==> config.mk <==
export PLATFORM = sky130hd
export DESIGN_NAME = tmr8_core
export DESIGN_NICKNAME = d
export VERILOG_FILES = /design/src/rtl/tmr8_pkg.sv /design/src/rtl/tmr8_pin_mux.sv /design/src/rtl/tmr8_core.sv
export VERILOG_INCLUDE_DIRS = /design/src /design/src/rtl
export SDC_FILE = /design/constraint.sdc
export NUM_CORES = 1
export LEC_CHECK = 0
export ABC_AREA = 1
export BUFFER_PORTS_ARGS = -buffer_cell sky130_fd_sc_hd__buf_4
export CORE_UTILIZATION = 55
export CTS_CLUSTER_DIAMETER = 50
export DETAILED_ROUTE_END_ITERATION = 10
export GPL_TIMING_DRIVEN = 0
export PLACE_DENSITY = 0.83
export SLEW_MARGIN = 25
export SYNTH_ARGS = -nofsm -noshare
export SYNTH_HDL_FRONTEND = slang
export SYNTH_HIERARCHICAL = 1
export SYNTH_SLANG_ARGS = --single-unit
==> constraint.sdc <==
create_clock -name pclk -period 5.3 [get_ports pclk]
set_clock_uncertainty 0.15 [all_clocks]
set_input_delay 0.53 -clock pclk [delete_from_list [all_inputs] [get_ports pclk]]
set_output_delay 0.53 -clock pclk [all_outputs]
set_load 0.02 [all_outputs]
==> src/rtl/tmr8_cfg.svh <==
// What this block does
// - Nonzero compare output mode routes the compare output state to the pin.
// - Pin direction stays under the port direction bit during override.
// - Override works in every waveform mode; state can be set before enabling pin.
// - Compare output mode zero leaves the compare output state untouched on match.
// - A new compare output mode acts from the first match after the write.
// - Force strobe applies the selected action at once in non-PWM modes.
// - Waveform mode sets counting; compare output mode sets only output action.
// - Normal mode always increments and wraps from 0xff to 0x00.
// - Normal mode sets overflow flag as counter becomes zero; never clears it.
// - Clear-on-match mode clears counter on compare match.
// - Clear-on-match compare value is unbuffered; below count means wrap first.
// - Clear-on-match with mode one toggles the output on every match.
// - Clear-on-match sets overflow flag when counter steps from max to zero.
// - Fast PWM counts up from zero to max and restarts, single slope.
// - Fast PWM clears the counter on the tick after it equals max.
// - Fast PWM mode two clears on match, sets at bottom; mode three inverse.
// - Fast PWM sets the overflow flag each time the counter steps from max to zero.
// - Fast PWM compare zero gives one-tick spike; compare max gives constant level.
// - Fast PWM mode one toggles on match; compare value still buffered.
// - PWM modes buffer compare writes until top; non-PWM writes go direct.
// - A match sets the compare flag on the next timer tick.
// - Forced compare changes output only; no flag, no counter clear or reload.
// - A counter write blocks any match on the next timer tick.
//
// Register offsets, field positions and reset values of the timer.
// Assumes a 32-bit APB slave with byte addresses on paddr.
`ifndef TMR8_CFG_SVH
`define TMR8_CFG_SVH

`define TMR8_OFF_CTRL 8'h00
`define TMR8_OFF_COUNT 8'h04
`define TMR8_OFF_COMPARE 8'h08
`define TMR8_OFF_FLAGS 8'h0c
`define TMR8_OFF_PORT 8'h10

`define TMR8_CTRL_WMODE_LSB 0
`define TMR8_CTRL_COM_LSB 2
`define TMR8_CTRL_FORCE_BIT 4
`define TMR8_FLAGS_OVF_BIT 0
`define TMR8_FLAGS_CMP_BIT 1
`define TMR8_PORT_VAL_BIT 0
`define TMR8_PORT_DIR_BIT 1
`define TMR8_PORT_OC_BIT 2

`define TMR8_MAX 8'hff
`define TMR8_BOTTOM 8'h00
`define TMR8_RST_COUNT 8'h00
`define TMR8_RST_COMPARE 8'h00

`endif

==> src/rtl/tmr8_pkg.sv <==
// Types shared by the timer files.
// Assumes nothing of its surroundings.
package tmr8_pkg;
  typedef enum logic [1:0] {
    TMR8_NORMAL = 2'b00,
    TMR8_PHASE = 2'b01,
    TMR8_CTC = 2'b10,
    TMR8_FAST = 2'b11
  } tmr8_wave_t;

  typedef enum logic [1:0] {
    TMR8_COM_OFF = 2'b00,
    TMR8_COM_TOGGLE = 2'b01,
    TMR8_COM_CLEAR = 2'b10,
    TMR8_COM_SET = 2'b11
  } tmr8_com_t;
endpackage : tmr8_pkg

==> src/rtl/tmr8_pin_mux.sv <==
// Port pin override: picks the compare output state or the port value.
// Assumes all inputs come from registers on pclk.
module tmr8_pin_mux (
  input wire logic pclk,
  input wire logic presetn,
  input wire tmr8_pkg::tmr8_com_t compare_output_mode,
  input wire logic compare_output_state,
  input wire logic port_value,
  input wire logic pin_direction_bit,
  output logic pin_out,
  output logic pin_oe
);
  logic next_pin_out;
  logic next_pin_oe;

  always_comb begin
    // Override holds whatever the waveform mode is
    next_pin_out = (compare_output_mode != tmr8_pkg::TMR8_COM_OFF) ? compare_output_state : port_value;
    next_pin_oe = pin_direction_bit;
  end

  always_ff @(posedge pclk or negedge presetn) begin
    if (!presetn) begin
      pin_out <= 1'b0;
      pin_oe <= 1'b0;
    end else begin
      pin_out <= next_pin_out;
      pin_oe <= next_pin_oe;
    end
  end
endmodule : tmr8_pin_mux

==> src/rtl/tmr8_core.sv <==
// 8-bit timer waveform unit with APB registers and port pin override.
// Assumes timer_tick is a one-cycle enable from a prescaler on pclk.
//
// Design decisions made here: the register addresses and the APB slave port.
`include "tmr8_cfg.svh"

module tmr8_core (
  input wire logic pclk,
  input wire logic presetn,
  input wire logic psel,
  input wire logic penable,
  input wire logic pwrite,
  input wire logic [7:0] paddr,
  input wire logic [31:0] pwdata,
  input wire logic timer_tick,
  output logic [31:0] prdata,
  output logic pready,
  output logic pslverr,
  output logic pin_out,
  output logic pin_oe
);
  tmr8_pkg::tmr8_wave_t waveform_mode;
  tmr8_pkg::tmr8_com_t compare_output_mode;
  logic [7:0] counter_value;
  logic [7:0] compare_value;
  logic [7:0] compare_buffer;
  logic compare_output_state;
  logic overflow_flag;
  logic compare_flag;
  logic match_pending;
  logic match_block;
  logic port_value;
  logic pin_direction_bit;

  tmr8_pkg::tmr8_wave_t next_waveform_mode;
  tmr8_pkg::tmr8_com_t next_compare_output_mode;
  logic [7:0] next_counter_value;
  logic [7:0] next_compare_value;
  logic [7:0] next_compare_buffer;
  logic next_compare_output_state;
  logic next_overflow_flag;
  logic next_compare_flag;
  logic next_match_pending;
  logic next_match_block;
  logic next_port_value;
  logic next_pin_direction_bit;
  logic [31:0] next_prdata;

  function automatic logic is_pwm(input tmr8_pkg::tmr8_wave_t m);
    return m == tmr8_pkg::TMR8_PHASE || m == tmr8_pkg::TMR8_FAST;
  endfunction : is_pwm

  function automatic logic oc_apply(input tmr8_pkg::tmr8_com_t c, input logic oc);
    logic r;
    r = oc;
    unique case (c)
      tmr8_pkg::TMR8_COM_OFF: r = oc;
      tmr8_pkg::TMR8_COM_TOGGLE: r = ~oc;
      tmr8_pkg::TMR8_COM_CLEAR: r = 1'b0;
      tmr8_pkg::TMR8_COM_SET: r = 1'b1;
    endcase
    return r;
  endfunction : oc_apply

  logic access;
  logic wr_ctrl;
  logic wr_count;
  logic wr_compare;
  logic wr_flags;
  logic wr_port;
  logic mapped;
  logic counts;
  logic equal;
  logic match_ok;
  logic top_tick;
  logic force_ok;
  tmr8_pkg::tmr8_wave_t wr_mode;
  tmr8_pkg::tmr8_com_t wr_com;

  assign access = psel & penable;
  assign mapped = (paddr == `TMR8_OFF_CTRL) || (paddr == `TMR8_OFF_COUNT) || (paddr == `TMR8_OFF_COMPARE)
                  || (paddr == `TMR8_OFF_FLAGS) || (paddr == `TMR8_OFF_PORT);
  assign wr_ctrl = access & pwrite & (paddr == `TMR8_OFF_CTRL);
  assign wr_count = access & pwrite & (paddr == `TMR8_OFF_COUNT);
  assign wr_compare = access & pwrite & (paddr == `TMR8_OFF_COMPARE);
  assign wr_flags = access & pwrite & (paddr == `TMR8_OFF_FLAGS);
  assign wr_port = access & pwrite & (paddr == `TMR8_OFF_PORT);
  // Zero wait states; unmapped addresses answer with an error
  assign pready = 1'b1;
  assign pslverr = access & ~mapped;

  assign wr_mode = tmr8_pkg::tmr8_wave_t'(pwdata[`TMR8_CTRL_WMODE_LSB +: 2]);
  assign wr_com = tmr8_pkg::tmr8_com_t'(pwdata[`TMR8_CTRL_COM_LSB +: 2]);
  // Dual-slope mode is not built here; the counter holds in it
  assign counts = timer_tick & (waveform_mode != tmr8_pkg::TMR8_PHASE);
  assign equal = counter_value == compare_value;
  assign match_ok = counts & equal & ~match_block;
  assign top_tick = counts & (counter_value == `TMR8_MAX);
  // Force uses the mode and action carried by the same write
  assign force_ok = wr_ctrl & pwdata[`TMR8_CTRL_FORCE_BIT] & ~is_pwm(wr_mode);

  // Counter sequencing
  always_comb begin
    next_counter_value = counter_value;
    next_match_block = match_block;
    if (counts) begin
      unique case (waveform_mode)
        tmr8_pkg::TMR8_NORMAL: next_counter_value = counter_value + 8'h01;
        tmr8_pkg::TMR8_CTC: next_counter_value = match_ok ? `TMR8_BOTTOM : counter_value + 8'h01;
        tmr8_pkg::TMR8_FAST: next_counter_value = counter_value + 8'h01;
        tmr8_pkg::TMR8_PHASE: next_counter_value = counter_value;
      endcase
    end
    if (timer_tick) begin
      next_match_block = 1'b0;
    end
    // Software write beats any count or clear
    if (wr_count) begin
      next_counter_value = pwdata[7:0];
      next_match_block = 1'b1;
    end
  end

  always_ff @(posedge pclk or negedge presetn) begin
    if (!presetn) begin
      counter_value <= `TMR8_RST_COUNT;
      match_block <= 1'b0;
    end else begin
      counter_value <= next_counter_value;
      match_block <= next_match_block;
    end
  end

  // Compare value and its buffer
  always_comb begin
    next_compare_buffer = compare_buffer;
    next_compare_value = compare_value;
    if (is_pwm(waveform_mode) && top_tick) begin
      next_compare_value = compare_buffer;
    end
    if (wr_compare) begin
      next_compare_buffer = pwdata[7:0];
      if (!is_pwm(waveform_mode)) begin
        next_compare_value = pwdata[7:0];
      end
    end
  end

  always_ff @(posedge pclk or negedge presetn) begin
    if (!presetn) begin
      compare_value <= `TMR8_RST_COMPARE;
      compare_buffer <= `TMR8_RST_COMPARE;
    end else begin
      compare_value <= next_compare_value;
      compare_buffer <= next_compare_buffer;
    end
  end

  // Flags: a set in the same cycle as a clear wins
  always_comb begin
    next_match_pending = timer_tick ? match_ok : match_pending;
    next_overflow_flag = (overflow_flag & ~(wr_flags & pwdata[`TMR8_FLAGS_OVF_BIT])) | top_tick;
    next_compare_flag = (compare_flag & ~(wr_flags & pwdata[`TMR8_FLAGS_CMP_BIT]))
                        | (timer_tick & match_pending);
  end

  always_ff @(posedge pclk or negedge presetn) begin
    if (!presetn) begin
      match_pending <= 1'b0;
      overflow_flag <= 1'b0;
      compare_flag <= 1'b0;
    end else begin
      match_pending <= next_match_pending;
      overflow_flag <= next_overflow_flag;
      compare_flag <= next_compare_flag;
    end
  end

  // Compare output state; compare output mode never touches counting
  always_comb begin
    next_compare_output_state = compare_output_state;
    if (waveform_mode == tmr8_pkg::TMR8_FAST) begin
      if (match_ok) begin
        next_compare_output_state = oc_apply(compare_output_mode, compare_output_state);
      end
      // Bottom wins so compare at max gives a steady level
      if (top_tick && compare_output_mode == tmr8_pkg::TMR8_COM_CLEAR) begin
        next_compare_output_state = 1'b1;
      end
      if (top_tick && compare_output_mode == tmr8_pkg::TMR8_COM_SET) begin
        next_compare_output_state = 1'b0;
      end
    end else if (!is_pwm(waveform_mode)) begin
      if (force_ok) begin
        next_compare_output_state = oc_apply(wr_com, compare_output_state);
      end else if (match_ok) begin
        next_compare_output_state = oc_apply(compare_output_mode, compare_output_state);
      end
    end
  end

  always_ff @(posedge pclk or negedge presetn) begin
    if (!presetn) begin
      compare_output_state <= 1'b0;
    end else begin
      compare_output_state <= next_compare_output_state;
    end
  end

  // Control, port registers and read data
  always_comb begin
    next_waveform_mode = waveform_mode;
    next_compare_output_mode = compare_output_mode;
    next_port_value = port_value;
    next_pin_direction_bit = pin_direction_bit;
    next_prdata = prdata;
    if (wr_ctrl) begin
      next_waveform_mode = wr_mode;
      next_compare_output_mode = wr_com;
    end
    if (wr_port) begin
      next_port_value = pwdata[`TMR8_PORT_VAL_BIT];
      next_pin_direction_bit = pwdata[`TMR8_PORT_DIR_BIT];
    end
    // Read data captured in the setup phase; force bit reads zero
    if (psel && !penable) begin
      next_prdata = 32'h0000_0000;
      unique case (paddr)
        `TMR8_OFF_CTRL: begin
          next_prdata[`TMR8_CTRL_WMODE_LSB +: 2] = waveform_mode;
          next_prdata[`TMR8_CTRL_COM_LSB +: 2] = compare_output_mode;
        end
        `TMR8_OFF_COUNT: next_prdata[7:0] = counter_value;
        `TMR8_OFF_COMPARE: next_prdata[7:0] = compare_buffer;
        `TMR8_OFF_FLAGS: begin
          next_prdata[`TMR8_FLAGS_OVF_BIT] = overflow_flag;
          next_prdata[`TMR8_FLAGS_CMP_BIT] = compare_flag;
        end
        `TMR8_OFF_PORT: begin
          next_prdata[`TMR8_PORT_VAL_BIT] = port_value;
          next_prdata[`TMR8_PORT_DIR_BIT] = pin_direction_bit;
          next_prdata[`TMR8_PORT_OC_BIT] = compare_output_state;
        end
        default: next_prdata = 32'h0000_0000;
      endcase
    end
  end

  always_ff @(posedge pclk or negedge presetn) begin
    if (!presetn) begin
      waveform_mode <= tmr8_pkg::TMR8_NORMAL;
      compare_output_mode <= tmr8_pkg::TMR8_COM_OFF;
      port_value <= 1'b0;
      pin_direction_bit <= 1'b0;
      prdata <= 32'h0000_0000;
    end else begin
      waveform_mode <= next_waveform_mode;
      compare_output_mode <= next_compare_output_mode;
      port_value <= next_port_value;
      pin_direction_bit <= next_pin_direction_bit;
      prdata <= next_prdata;
    end
  end

  tmr8_pin_mux u_pin_mux (
    .pclk(pclk),
    .presetn(presetn),
    .compare_output_mode(compare_output_mode),
    .compare_output_state(compare_output_state),
    .port_value(port_value),
    .pin_direction_bit(pin_direction_bit),
    .pin_out(pin_out),
    .pin_oe(pin_oe)
  );
endmodule : tmr8_core

==> results_dict.tcl <==
set metrics [dict create \
    grt_max_degree 46 \
    die_w_um 71.8 \
    synth_compound_area_share_pct 11.9 \
    grt_pass1_wl_um 10100 \
    wl_per_cell_um 13.5 \
    cp.required_ps 4620 \
    dr.pass1.iters 4 \
    drv_slew 0 \
    critPathKind "input pin to output pin" \
    rows 25 \
    drive_gt1_share_pct 22.2 \
    nets 449 \
    diodes 0 \
    relSlewSlack_pct 49.8 \
    rsz0062_at_grt "false" \
    route.detailed.drc 0 \
    antenna_found_initial 0 \
    initial_utilization_pct 57.1 \
    core_area_um2 4690 \
    cts_tree "done" \
    status "finished clean" \
    cts-root-buf "clkbuf_8" \
    clkTransAtPathRegs_ps 90 \
    period_minus_slack_ps 2400 \
    async_flop_share_pct 100 \
    tightest_slew_ps 748 \
    routed_via_density 5.19 \
    critPathLaunchType "input pin" \
    ys.flop_type "dfrtp_1" \
    fin_tns_setup_ps 0 \
    synthToLayoutAreaGrowth_pct 17.8 \
    synth_edf_count 0 \
    final_util_pct 67.3 \
    hold_buffers 0 \
    min_period_over_period_pct 45.3 \
    drtIter0Drc 142 \
    synth_fa_ha_area_share_pct 1.40 \
    synthXorXnorAreaFrac_pct 3.92 \
    avgSynthCellArea_um2 7.93 \
    h-tree-depth 2 \
    cap_violations 0 \
    cts_buffers 5 \
    portBuffers 32 \
    grt_util_all_layers_pct 25.7 \
    rrSetupSlack_ps 3030 \
    wl_um 6160 \
    min-delay-path-class "input pin to async pin" \
    ys_warn_count 6 \
    antenna_left 0 \
    powerDensity_nw_per_um2 268 \
    hold_viol_final 0 \
    peakVddDrop_v 0.000142 \
    crit_fanout 5 \
    fp.dieArea_um2 5160 \
    synth_seq_cells 45 \
    hpwl_um 4740 \
    setup_violations 0 \
    synthMuxAreaShare_pct 0.840 \
    synth_cell_types 33 \
    io_pins 82 \
    routabilityCongestion 0.901 \
    syn_area_um2 2680 \
    worstRegToRegCells 10 \
    clock_latency_ps 300 \
    cts_resized 0 \
    fillCellCount 405 \
    dieHeight_um 71.8 \
    worst-endpoint-arrival_ps 1720 \
    cts_buffer_depth 2 \
    fmax_mhz 417 \
    cts_num_sinks 45 \
    cts_setup_buffers 0 \
    synth_top_family_by_area "simple AND/OR/NAND/NOR gates" \
    synth_cells 338 \
    grt_pass1_vias 2115 \
    yosys.area_share.simple_pct 27.0 \
    end_kind "output pin" \
    leakagePower_uw 0.00165 \
    vias 2363 \
    grt-ovfl-total 0 \
    ys_seq_area_share_pct 42.0 \
]
==> synth_stat cells, types with 2 or more instances <==
master | number | area, µm²
nand3_1 | 15 | 75.1
nor4_4 | 2 | 42.5
o21ai_0 | 17 | 85.1
xor2_1 | 5 | 43.8
nor2_2 | 2 | 12.5
o21ai_2 | 7 | 61.3
o22ai_1 | 11 | 68.8
conb_1 | 2 | 7.51
o211ai_1 | 2 | 15.0
nand2_2 | 3 | 18.8
inv_2 | 3 | 11.3
nor2_1 | 40 | 150
nand4_1 | 4 | 25.0
nor4_1 | 2 | 12.5
buf_4 | 26 | 195
a21oi_1 | 12 | 60.1
a21o_1 | 2 | 15.0
dfrtp_1 | 45 | 1130
nand2_4 | 2 | 22.5
nand2_1 | 76 | 285
ha_1 | 3 | 37.5
nor3_1 | 9 | 45.0
inv_1 | 32 | 120
xnor2_1 | 7 | 61.3
==> worst max-delay path: stages <==
cell,delay (ps)
buf_4,110
nor2_2,130
inv_1,50
nor4_1,610
nor2_1,90
buf_4,180
==> layer usage <==
layer	vias to the layer above	GRT usage, %	share of wire, %
met5	-	0	0
met4	0	7.19	1.2
met3	8	4.50	5.1
met2	67	41.5	49
met1	1117	35.7	44
li1	1171	-	-
==> through the flow <==
step	std cells	cell area, µm²	hold WS [ps]	setup slack (ps)	total power, µW
6_report	455	3160	67.3	2900	848
5_1_grt	455	3160	116	2790	894
4_1_cts	455	3160	98.8	2910	848
3_5_place_dp	447	3080	253	2900	646
3_3_place_gp	447	3080	255	2920	637
2_1_floorplan	361	2770	84.4	3240	577
==> final cells by class <==
class                           count  area (µm²)  area share [%]
Multi-Input combinational cell    253        1300            41.2
Sequential cell                    45        1130            35.7
Timing Repair Buffer               32         240            7.61
Buffer                             27         200            6.34
Inverter                           36         140            4.44
Clock buffer                        6        72.6            2.30
Tap cell                           54        67.6            2.14
Clock inverter                      2        10.0           0.317
==> where the power goes <==
part / total (µW) / switching, µW / internal [µW]
sequential: 424 / 45.1 / 379
clock: 207 / 115 / 91.6
combinational: 217 / 122 / 95.2
==> cell usage in the layout, fill, tap and decap left out, types with 7 or more instances in the layout <==
cell and count:
dfrtp_1 45, nor3_1 9, o21ai_2 7, a21oi_1 12, nand3_1 15, o21ai_0 17
conb_1 25, nor2_1 40, nand2_1 76, xnor2_1 7, o22ai_1 11, buf_4 58
inv_1 32
==> path summary, 6_finish.rpt <==
path                                                     from                           end
worst max-delay path                                 paddr[7]                       pslverr
worst min register to register  pin_direction_bit$_DFFE_PN0P_    u_pin_mux/pin_oe$_DFF_PN0_
min in group pclk               pin_direction_bit$_DFFE_PN0P_    u_pin_mux/pin_oe$_DFF_PN0_
max in group asynchronous                             presetn  counter_value[4]$_DFFE_PN0P_
worst max register to register   counter_value[1]$_DFFE_PN0P_    compare_value[5]$_DFF_PN0_
worst min-delay path                                  presetn  counter_value[1]$_DFFE_PN0P_
==> cell families after synthesis <==
group	count (synthesis)
flip-flops	45
buffers and inverters	63
XOR/XNOR	12
multiplexers	2
AO/OA/AOI/OAI	53
other	2
AND/OR/NAND/NOR	158
adder cells (fa/ha/maj)	3
==> state kept, by name, summed over array words and instances (netlist names) <==
name	cells
match_block	1
pin_direction_bit	1
prdata	8
match_pending	1
compare_value	8
overflow_flag	1
compare_buffer	8
compare_output_mode	2
compare_flag	1
port_value	1
u_pin_mux/pin_out	1
u_pin_mux/pin_oe	1
compare_output_state	1
waveform_mode	2
counter_value	8
No activity file was read; power rests on OpenSTA's default activity.
